--- src/pkg/iosrd_consts.svh ---
`ifndef IOSRD_CONSTS_SVH
`define IOSRD_CONSTS_SVH

// Address map of the core side.
`define IOSRD_IO_DATA_OFFSET 8'h20
`define IOSRD_BIT_IO_LAST 8'h1F
`define IOSRD_IO_LAST 8'h3F
`define IOSRD_EXT_FIRST 8'h60

// Low bit-accessible registers, given as I/O addresses.
`define IOSRD_EVT_FLAGS_IO 8'h00
`define IOSRD_EVT_MASK_IO 8'h01

// Serial register group in extended space, given as data addresses.
`define IOSRD_SER_STATUS_A 8'hC0
`define IOSRD_SER_CONTROL_B 8'hC1
`define IOSRD_SER_CONTROL_C 8'hC2
`define IOSRD_SER_BAUD_LOW 8'hC4
`define IOSRD_SER_BAUD_HIGH 8'hC5
`define IOSRD_SER_DATA_BUF 8'hC6

// Field layouts of the stored bits.
`define IOSRD_STA_TX_DONE_BIT 6
`define IOSRD_STA_RW 8'h03
`define IOSRD_STA_W1C 8'h40
`define IOSRD_CTLB_RW 8'hFD
`define IOSRD_BAUDH_RW 8'h0F
`define IOSRD_FULL_BITS 8'hFF
`define IOSRD_NO_BITS 8'h00
`define IOSRD_REG_RESET 8'h00

// Register indices of the device storage.
`define IOSRD_IDX_DATA_BUF 3'h7

// Host command port offsets.
`define IOSRD_HOST_CMD 3'h0
`define IOSRD_HOST_ADDR 3'h1
`define IOSRD_HOST_WDATA 3'h2
`define IOSRD_HOST_STATUS 3'h3
`define IOSRD_HOST_RDATA 3'h4
`define IOSRD_HOST_IRQ_STATUS 3'h5
`define IOSRD_HOST_IRQ_MASK 3'h6

`endif

--- src/pkg/iosrd_pkg.sv ---
package iosrd_pkg;
`include "iosrd_consts.svh"

  typedef enum logic [3:0] {
    op_none,
    io_read_op,
    io_write_op,
    set_single_bit_op,
    clear_single_bit_op,
    skip_if_bit_set_op,
    skip_if_bit_clear_op,
    data_space_load_op,
    data_space_store_op
  } iosrd_op_type;

  typedef enum {st_idle, st_wait} iosrd_host_state_type;

  function automatic logic iosrd_is_data_op(iosrd_op_type op);
    return op == data_space_load_op || op == data_space_store_op;
  endfunction : iosrd_is_data_op

  function automatic logic [7:0] iosrd_data_addr(iosrd_op_type op, logic [7:0] addr);
    return iosrd_is_data_op(op) ? addr : 8'(addr + `IOSRD_IO_DATA_OFFSET);
  endfunction : iosrd_data_addr

  function automatic logic iosrd_op_legal(iosrd_op_type op, logic [7:0] addr);
    case (op)
      io_read_op, io_write_op: return addr <= `IOSRD_IO_LAST;
      set_single_bit_op, clear_single_bit_op,
      skip_if_bit_set_op, skip_if_bit_clear_op: return addr <= `IOSRD_BIT_IO_LAST;
      data_space_load_op, data_space_store_op: return 1'b1;
      default: return 1'b0;
    endcase
  endfunction : iosrd_op_legal

  // Returns the hit flag above a three-bit storage index.
  function automatic logic [3:0] iosrd_reg_index(logic [7:0] daddr);
    case (daddr)
      8'(`IOSRD_EVT_FLAGS_IO + `IOSRD_IO_DATA_OFFSET): return 4'h8;
      8'(`IOSRD_EVT_MASK_IO + `IOSRD_IO_DATA_OFFSET): return 4'h9;
      `IOSRD_SER_STATUS_A: return 4'hA;
      `IOSRD_SER_CONTROL_B: return 4'hB;
      `IOSRD_SER_CONTROL_C: return 4'hC;
      `IOSRD_SER_BAUD_LOW: return 4'hD;
      `IOSRD_SER_BAUD_HIGH: return 4'hE;
      `IOSRD_SER_DATA_BUF: return 4'hF;
      default: return 4'h0;
    endcase
  endfunction : iosrd_reg_index

  function automatic logic [7:0] iosrd_rw_bits(int idx);
    case (idx)
      0: return `IOSRD_NO_BITS;
      2: return `IOSRD_STA_RW;
      3: return `IOSRD_CTLB_RW;
      6: return `IOSRD_BAUDH_RW;
      default: return `IOSRD_FULL_BITS;
    endcase
  endfunction : iosrd_rw_bits

  function automatic logic [7:0] iosrd_w1c_bits(int idx);
    case (idx)
      0: return `IOSRD_FULL_BITS;
      2: return `IOSRD_STA_W1C;
      default: return `IOSRD_NO_BITS;
    endcase
  endfunction : iosrd_w1c_bits

  // Bits that software may write at a data address; zero means reserved.
  function automatic logic [7:0] iosrd_writable(logic [7:0] daddr);
    logic [3:0] hi;
    hi = iosrd_reg_index(daddr);
    return hi[3] ? (iosrd_rw_bits(int'(hi[2:0])) | iosrd_w1c_bits(int'(hi[2:0])))
                 : `IOSRD_NO_BITS;
  endfunction : iosrd_writable

endpackage : iosrd_pkg

--- src/pkg/iosrd_if.sv ---
`timescale 1ns/1ps
interface iosrd_if;
  logic req;
  iosrd_pkg::iosrd_op_type op;
  logic [7:0] addr;
  logic [2:0] bit_sel;
  logic [7:0] wdata;
  logic ack;
  logic [7:0] rdata;
  logic skip;
  logic refused;

  modport device (
    input req, op, addr, bit_sel, wdata,
    output ack, rdata, skip, refused
  );

  modport host (
    output req, op, addr, bit_sel, wdata,
    input ack, rdata, skip, refused
  );
endinterface : iosrd_if

--- src/design/iosrd_reg_cell.sv ---
`timescale 1ns/1ps
`include "iosrd_consts.svh"
module iosrd_reg_cell #(
  parameter logic [7:0] RW_BITS = 8'hFF,
  parameter logic [7:0] W1C_BITS = 8'h00
) (
  // Clock and reset
  input wire logic clk_sys_i,
  input wire logic rst_i,
  // Write port as a per-bit mask and value
  input wire logic [7:0] wr_mask_i,
  input wire logic [7:0] wr_val_i,
  // Hardware events
  input wire logic [7:0] hw_set_i,
  // Stored value
  output logic [7:0] q_o
);
  logic [7:0] q_reg;
  logic [7:0] q_next;
  wire [7:0] ones_written = wr_mask_i & wr_val_i;

  // A flag event in the cycle of its clearing write survives.
  assign q_next = (RW_BITS & (ones_written | (~wr_mask_i & q_reg)))
                | (W1C_BITS & (hw_set_i | (q_reg & ~ones_written)));
  assign q_o = q_reg;

  always_ff @(posedge clk_sys_i or posedge rst_i) begin
    if (rst_i) begin
      q_reg <= `IOSRD_REG_RESET;
    end else begin
      q_reg <= q_next;
    end
  end
endmodule : iosrd_reg_cell

--- src/design/iosrd_device.sv ---
// The implementer's own choice: strobed register access.
`timescale 1ns/1ps
`include "iosrd_consts.svh"
// Functional notes
// - Bit set and clear work on I/O 0x00-0x1F.
// - Bit test with skip works on that range.
// - Flags clear on written one, zero keeps them.
// - Bit operations touch only the addressed bit.
// - Bit operations above 0x1F are refused.
// - Direct I/O operations use 0x00-0x3F only.
// - Data space sees I/O address plus 0x20.
// - Extended 0x60-0xFF only by load and store.
// - Software writes reserved bits as zero.
// - Software never writes reserved addresses.
module iosrd_device
  import iosrd_pkg::*;
(
  // Clock and reset
  input wire logic clk_sys_i,
  input wire logic rst_i,
  // Core link
  iosrd_if.device link,
  // Serial engine state
  input wire logic [7:0] rx_data_i,
  input wire logic rx_complete_i,
  input wire logic tx_complete_i,
  input wire logic data_empty_i,
  input wire logic [2:0] rx_error_i,
  input wire logic rx_bit8_i,
  // Block events
  input wire logic [7:0] event_i,
  // Serial engine controls
  output logic [7:0] tx_data_o,
  output logic tx_load_o,
  output logic rx_read_o,
  output logic [1:0] status_ctrl_o,
  output logic [7:0] serial_control_b_o,
  output logic [7:0] serial_control_c_o,
  output logic [11:0] baud_divisor_o,
  // Interrupt
  output logic irq_o
);
  logic ack_reg;
  logic [7:0] rdata_reg;
  logic skip_reg;
  logic refused_reg;
  logic tx_load_reg;
  logic rx_read_reg;
  logic irq_reg;
  logic [7:0] cell_q [8];
  logic [7:0] hw_set [8];
  logic [7:0] read_view [8];

  // Decode of the request.
  wire [7:0] data_addr = iosrd_data_addr(link.op, link.addr);
  wire legal = iosrd_op_legal(link.op, link.addr);
  wire [3:0] hit_index = iosrd_reg_index(data_addr);
  wire hit = hit_index[3];
  wire [2:0] reg_index = hit_index[2:0];
  wire take = link.req & legal;
  wire op_write = link.op == io_write_op || link.op == data_space_store_op;
  wire op_set = link.op == set_single_bit_op;
  wire op_bit = op_set || link.op == clear_single_bit_op;
  wire op_skip_set = link.op == skip_if_bit_set_op;
  wire op_skip = op_skip_set || link.op == skip_if_bit_clear_op;
  wire op_read = link.op == io_read_op || link.op == data_space_load_op || op_skip;

  // Per-bit write mask and value; a bit operation never writes its neighbours.
  wire [7:0] bit_one = 8'h01 << link.bit_sel;
  wire [7:0] wr_mask = op_write ? `IOSRD_FULL_BITS : (op_bit ? bit_one : `IOSRD_NO_BITS);
  wire [7:0] wr_val = op_write ? link.wdata : (op_set ? `IOSRD_FULL_BITS : `IOSRD_NO_BITS);
  wire wr_hit = take & hit & (op_write | op_bit);

  // Read side: live engine bits are merged over the stored ones.
  assign read_view[0] = cell_q[0];
  assign read_view[1] = cell_q[1];
  assign read_view[2] = {rx_complete_i, cell_q[2][6], data_empty_i, rx_error_i, cell_q[2][1:0]};
  assign read_view[3] = {cell_q[3][7:2], rx_bit8_i, cell_q[3][0]};
  assign read_view[4] = cell_q[4];
  assign read_view[5] = cell_q[5];
  assign read_view[6] = cell_q[6] & `IOSRD_BAUDH_RW;
  assign read_view[7] = rx_data_i;
  wire [7:0] read_val = hit ? read_view[reg_index] : `IOSRD_NO_BITS;
  wire sel_bit = read_val[link.bit_sel];
  wire skip_now = take & op_skip & (sel_bit == op_skip_set);
  wire buf_hit = take & hit & (reg_index == `IOSRD_IDX_DATA_BUF);

  // Hardware sources of the sticky flags.
  assign hw_set[0] = event_i;
  assign hw_set[1] = `IOSRD_NO_BITS;
  assign hw_set[2] = 8'(tx_complete_i) << `IOSRD_STA_TX_DONE_BIT;
  assign hw_set[3] = `IOSRD_NO_BITS;
  assign hw_set[4] = `IOSRD_NO_BITS;
  assign hw_set[5] = `IOSRD_NO_BITS;
  assign hw_set[6] = `IOSRD_NO_BITS;
  assign hw_set[7] = `IOSRD_NO_BITS;

  // Storage cells; W1C positions clear on a written one only.
  genvar gi;
  generate
    for (gi = 0; gi < 8; gi++) begin : g_cell
      wire sel = wr_hit && (reg_index == 3'(gi));
      iosrd_reg_cell #(
        .RW_BITS(iosrd_rw_bits(gi)),
        .W1C_BITS(iosrd_w1c_bits(gi))
      ) u_cell (
        .clk_sys_i(clk_sys_i),
        .rst_i(rst_i),
        .wr_mask_i(sel ? wr_mask : `IOSRD_NO_BITS),
        .wr_val_i(wr_val),
        .hw_set_i(hw_set[gi]),
        .q_o(cell_q[gi])
      );
    end
  endgenerate

  // Answer to the core, one cycle after each request.
  always_ff @(posedge clk_sys_i or posedge rst_i) begin
    if (rst_i) begin
      ack_reg <= 1'b0;
      refused_reg <= 1'b0;
      rdata_reg <= 8'h00;
      skip_reg <= 1'b0;
    end else begin
      ack_reg <= link.req;
      refused_reg <= link.req & ~legal;
      rdata_reg <= (take & op_read) ? read_val : 8'h00;
      skip_reg <= skip_now;
    end
  end

  // Engine strobes and interrupt level.
  always_ff @(posedge clk_sys_i or posedge rst_i) begin
    if (rst_i) begin
      tx_load_reg <= 1'b0;
      rx_read_reg <= 1'b0;
      irq_reg <= 1'b0;
    end else begin
      tx_load_reg <= buf_hit & op_write;
      rx_read_reg <= buf_hit & op_read;
      irq_reg <= |(cell_q[0] & cell_q[1]);
    end
  end

  assign link.ack = ack_reg;
  assign link.rdata = rdata_reg;
  assign link.skip = skip_reg;
  assign link.refused = refused_reg;
  assign tx_data_o = cell_q[7];
  assign tx_load_o = tx_load_reg;
  assign rx_read_o = rx_read_reg;
  assign status_ctrl_o = cell_q[2][1:0];
  assign serial_control_b_o = cell_q[3];
  assign serial_control_c_o = cell_q[4];
  assign baud_divisor_o = {cell_q[6][3:0], cell_q[5]};
  assign irq_o = irq_reg;
endmodule : iosrd_device

--- src/flat_wrapper.sv ---
// flat-port wrapper written by rule: the top's interface ports become plain ports
module iosrd_device_flat import iosrd_pkg::*;
  (clk_sys_i, rst_i, rx_data_i, rx_complete_i, tx_complete_i, data_empty_i, rx_error_i, rx_bit8_i, event_i, tx_data_o, tx_load_o, rx_read_o, status_ctrl_o, serial_control_b_o, serial_control_c_o, baud_divisor_o, irq_o, link_req, link_op, link_addr, link_bit_sel, link_wdata, link_ack, link_rdata, link_skip, link_refused);
  iosrd_if link_i ();
  input wire logic clk_sys_i;
  input wire logic rst_i;
  input wire logic [7:0] rx_data_i;
  input wire logic rx_complete_i;
  input wire logic tx_complete_i;
  input wire logic data_empty_i;
  input wire logic [2:0] rx_error_i;
  input wire logic rx_bit8_i;
  input wire logic [7:0] event_i;
  output logic [7:0] tx_data_o;
  output logic tx_load_o;
  output logic rx_read_o;
  output logic [1:0] status_ctrl_o;
  output logic [7:0] serial_control_b_o;
  output logic [7:0] serial_control_c_o;
  output logic [11:0] baud_divisor_o;
  output logic irq_o;
  input wire logic [$bits(link_i.req)-1:0] link_req;
  input wire logic [$bits(link_i.op)-1:0] link_op;
  input wire logic [$bits(link_i.addr)-1:0] link_addr;
  input wire logic [$bits(link_i.bit_sel)-1:0] link_bit_sel;
  input wire logic [$bits(link_i.wdata)-1:0] link_wdata;
  output wire logic [$bits(link_i.ack)-1:0] link_ack;
  output wire logic [$bits(link_i.rdata)-1:0] link_rdata;
  output wire logic [$bits(link_i.skip)-1:0] link_skip;
  output wire logic [$bits(link_i.refused)-1:0] link_refused;
  assign link_i.req = link_req;
  assign link_i.op = link_op;
  assign link_i.addr = link_addr;
  assign link_i.bit_sel = link_bit_sel;
  assign link_i.wdata = link_wdata;
  assign link_ack = link_i.ack;
  assign link_rdata = link_i.rdata;
  assign link_skip = link_i.skip;
  assign link_refused = link_i.refused;
  iosrd_device u_core (.clk_sys_i(clk_sys_i), .rst_i(rst_i), .link(link_i), .rx_data_i(rx_data_i), .rx_complete_i(rx_complete_i), .tx_complete_i(tx_complete_i), .data_empty_i(data_empty_i), .rx_error_i(rx_error_i), .rx_bit8_i(rx_bit8_i), .event_i(event_i), .tx_data_o(tx_data_o), .tx_load_o(tx_load_o), .rx_read_o(rx_read_o), .status_ctrl_o(status_ctrl_o), .serial_control_b_o(serial_control_b_o), .serial_control_c_o(serial_control_c_o), .baud_divisor_o(baud_divisor_o), .irq_o(irq_o));
endmodule
--- config.mk ---
export PLATFORM = sky130hd
export DESIGN_NAME = iosrd_device_flat
export DESIGN_NICKNAME = d
export VERILOG_FILES = /design/src/pkg/iosrd_pkg.sv /design/src/pkg/iosrd_if.sv /design/src/design/iosrd_reg_cell.sv /design/src/design/iosrd_device.sv /design/src/flat_wrapper.sv
export VERILOG_INCLUDE_DIRS = /design/src /design/src/pkg
export SDC_FILE = /design/constraint.sdc
export NUM_CORES = 1
export LEC_CHECK = 0
export BUFFER_PORTS_ARGS = -buffer_cell sky130_fd_sc_hd__buf_2
export CAP_MARGIN = 40
export CORE_UTILIZATION = 55
export DETAILED_ROUTE_END_ITERATION = 12
export HOLD_SLACK_MARGIN = 0.03
export MAX_ROUTING_LAYER = met4
export PLACE_DENSITY = 0.8
export SYNTH_ARGS = -nofsm -noshare
export SYNTH_HDL_FRONTEND = slang
export SYNTH_HIERARCHICAL = 1
export SYNTH_SLANG_ARGS = --single-unit
--- constraint.sdc ---
create_clock -name clk_sys_i -period 6.2 [get_ports clk_sys_i]
set_input_delay 0.93 -clock clk_sys_i [delete_from_list [all_inputs] [get_ports clk_sys_i]]
set_output_delay 0.93 -clock clk_sys_i [all_outputs]
set_load 0.005 [all_outputs]
==> results.sh <==
export IMPL_outcome="completed"
export IMPL_cts_hold_buf=0
export IMPL_fp_row_count=31
export IMPL_p_total_uw=998
export IMPL_min_period_ns=4.50
export IMPL_path_class="in -> reg"
export IMPL_remaining_drc_errors=0
export IMPL_maxSlewViolCount=0
export IMPL_io_buffer_count=99
export IMPL_cts_root_buf="clkbuf_8"
export IMPL_io_pins=101
export IMPL_finalSetupViolCount=0
export IMPL_placed_cells=603
export IMPL_h_tree_depth=3
export IMPL_chipHeight_um=90.5
export IMPL_cts_clk_slew_worst_paths_ns=0.08
export IMPL_fin_tns_setup_ns=0
export IMPL_hold_depth=1
export IMPL_path_cells="buf_2, or4b_2, nand4_1, a2111oi_4, mux2i_4, buf_4, mux2i_1, a211o_1, o211ai_1, mux4_2, a311o_1, a21oi_2"
export IMPL_clock_skew_ns=0.00837
export IMPL_ctsResizeCount=0
export IMPL_routed_wirelength_um=12300
export IMPL_via_per_inst=6.19
export IMPL_first_global_vias=3648
export IMPL_num_fill_cells=551
export IMPL_tightest_slew_ns=0.730
export IMPL_grt_pass1_wl_um=19300
export IMPL_reg2regPathDepth=6
export IMPL_ir_drop_mv=0.144
export IMPL_dp_final_hpwl_um=8970
export IMPL_core_area_um2=7410
export IMPL_slew_limit_headroom=0.503
export IMPL_tritoncts="built"
export IMPL_grt_overflow=0
export IMPL_synth_avg_cell_area_um2=10.2
export IMPL_finalHoldViolCount=0
export IMPL_insertion_delay_ns=0.34
export IMPL_worst_slack_ns=1.70
export IMPL_place_ws_ns=1.41
export IMPL_cts_buffers=9
export IMPL_critical_path_arrival_ns=4.77
export IMPL_nNetsFinal=565
export IMPL_power_per_cell_area_nw_per_um2=195
export IMPL_required_ns=6.47
export IMPL_start_kind="primary input"
export IMPL_r2r_slack_ns=4.03
export IMPL_via_count=3829
export IMPL_seq_area_um2=1700
export IMPL_layout_commonest_cell="buf_2"
export IMPL_multi_input_area_um2=2440
export IMPL_clk_path_buf_depth=2
export IMPL_netlist_area_um2=4310
export IMPL_fin_util=0.690
export IMPL_drt_iter0_markers=343
export IMPL_grt_max_degree=41
export IMPL_post_cts_buffers=0
export IMPL_critPathMaxStageDelay_ns=0.74
export IMPL_cts_sinks=68
export IMPL_die_width_um=90.5
export IMPL_die_area_um2=8200
export IMPL_fin_cells=619
export IMPL_track_usage=0.317
export IMPL_p_leak_uw=0.00258
export IMPL_drive_gt1_frac=0.338
export IMPL_hold_class="reg -> reg"
export IMPL_initial_core_util=0.582
export IMPL_antennaDiodeCount=0
export IMPL_final_cell_mix="100 x buf_2, 68 x dfrtp_1, 46 x nor2_1"
export IMPL_antenna_found_initial=0
export IMPL_synth_warnings=6
export IMPL_max_cap_violations=0
export IMPL_area_growth_pct=18.5
export IMPL_ant_nets=0
export IMPL_path_max_fanout=40
export IMPL_dr_pass1_iters=7
export IMPL_rsz0062_at_grt="false"
export IMPL_period_share=0.726
export IMPL_synth_cells=424
export IMPL_syn_nets=474
export IMPL_slowest_stage="or4b_2"
export IMPL_max_freq_mhz=222
export IMPL_place_congestion=0.929
export IMPL_setup_worst_path_end_class="flop"
export IMPL_wl_per_cell_um=19.9
## metrics by stage
step | cell area (um2) | hold WS [ns]
2_1_floorplan | 4310 | 0.449
3_3_place_gp | 4860 | 0.489
3_5_place_dp | 4870 | 0.490
4_1_cts | 5110 | 0.511
5_1_grt | 5110 | 0.534
6_report | 5110 | 0.508
## power breakdown
part	internal, uW	switching, uW
logic	39.3	73.8
registers	444	0.465
clock network	268	172
total	752	246
## critical path, delay by kind of cell
family	cells	cell delay (ns)
AO/OA/AOI/OAI	5	0.86
buffers and inverters	2	0.69
multiplexers	3	1.36
AND/OR/NAND/NOR	2	0.91
## cell type report
cell class,count,area share
tap,99,0.0242
inverter,15,0.0110
multi-input combinational,315,0.478
clock buffer,10,0.0250
sequential,68,0.333
clock inverter,6,0.0220
timing repair buffer,106,0.107
## final timing paths
kind	start	end
worst max-delay path	link_op[2]	u_core/link.skip$_DFF_PP0_
min in group asynchronous	rst_i	u_core/g_cell[2].u_cell/q_o[6]$_DFF_PP0_
worst max register to register	flop	u_core/link.skip$_DFF_PP0_
worst min-delay path	flop	flop
max in group asynchronous	rst_i	u_core/link.skip$_DFF_PP0_
worst min register to register	flop	flop
## metal layers
| layer | routed length (um) | global-route usage | part of all wire |
|---|---|---|---|
| met5 | 0 | - | 0 |
| met4 | 422 | 0.140 | 0.034 |
| met3 | 962 | 0.0522 | 0.078 |
| met2 | 5690 | 0.472 | 0.46 |
| met1 | 5240 | 0.427 | 0.43 |
Power figures use the tool's default switching activity.
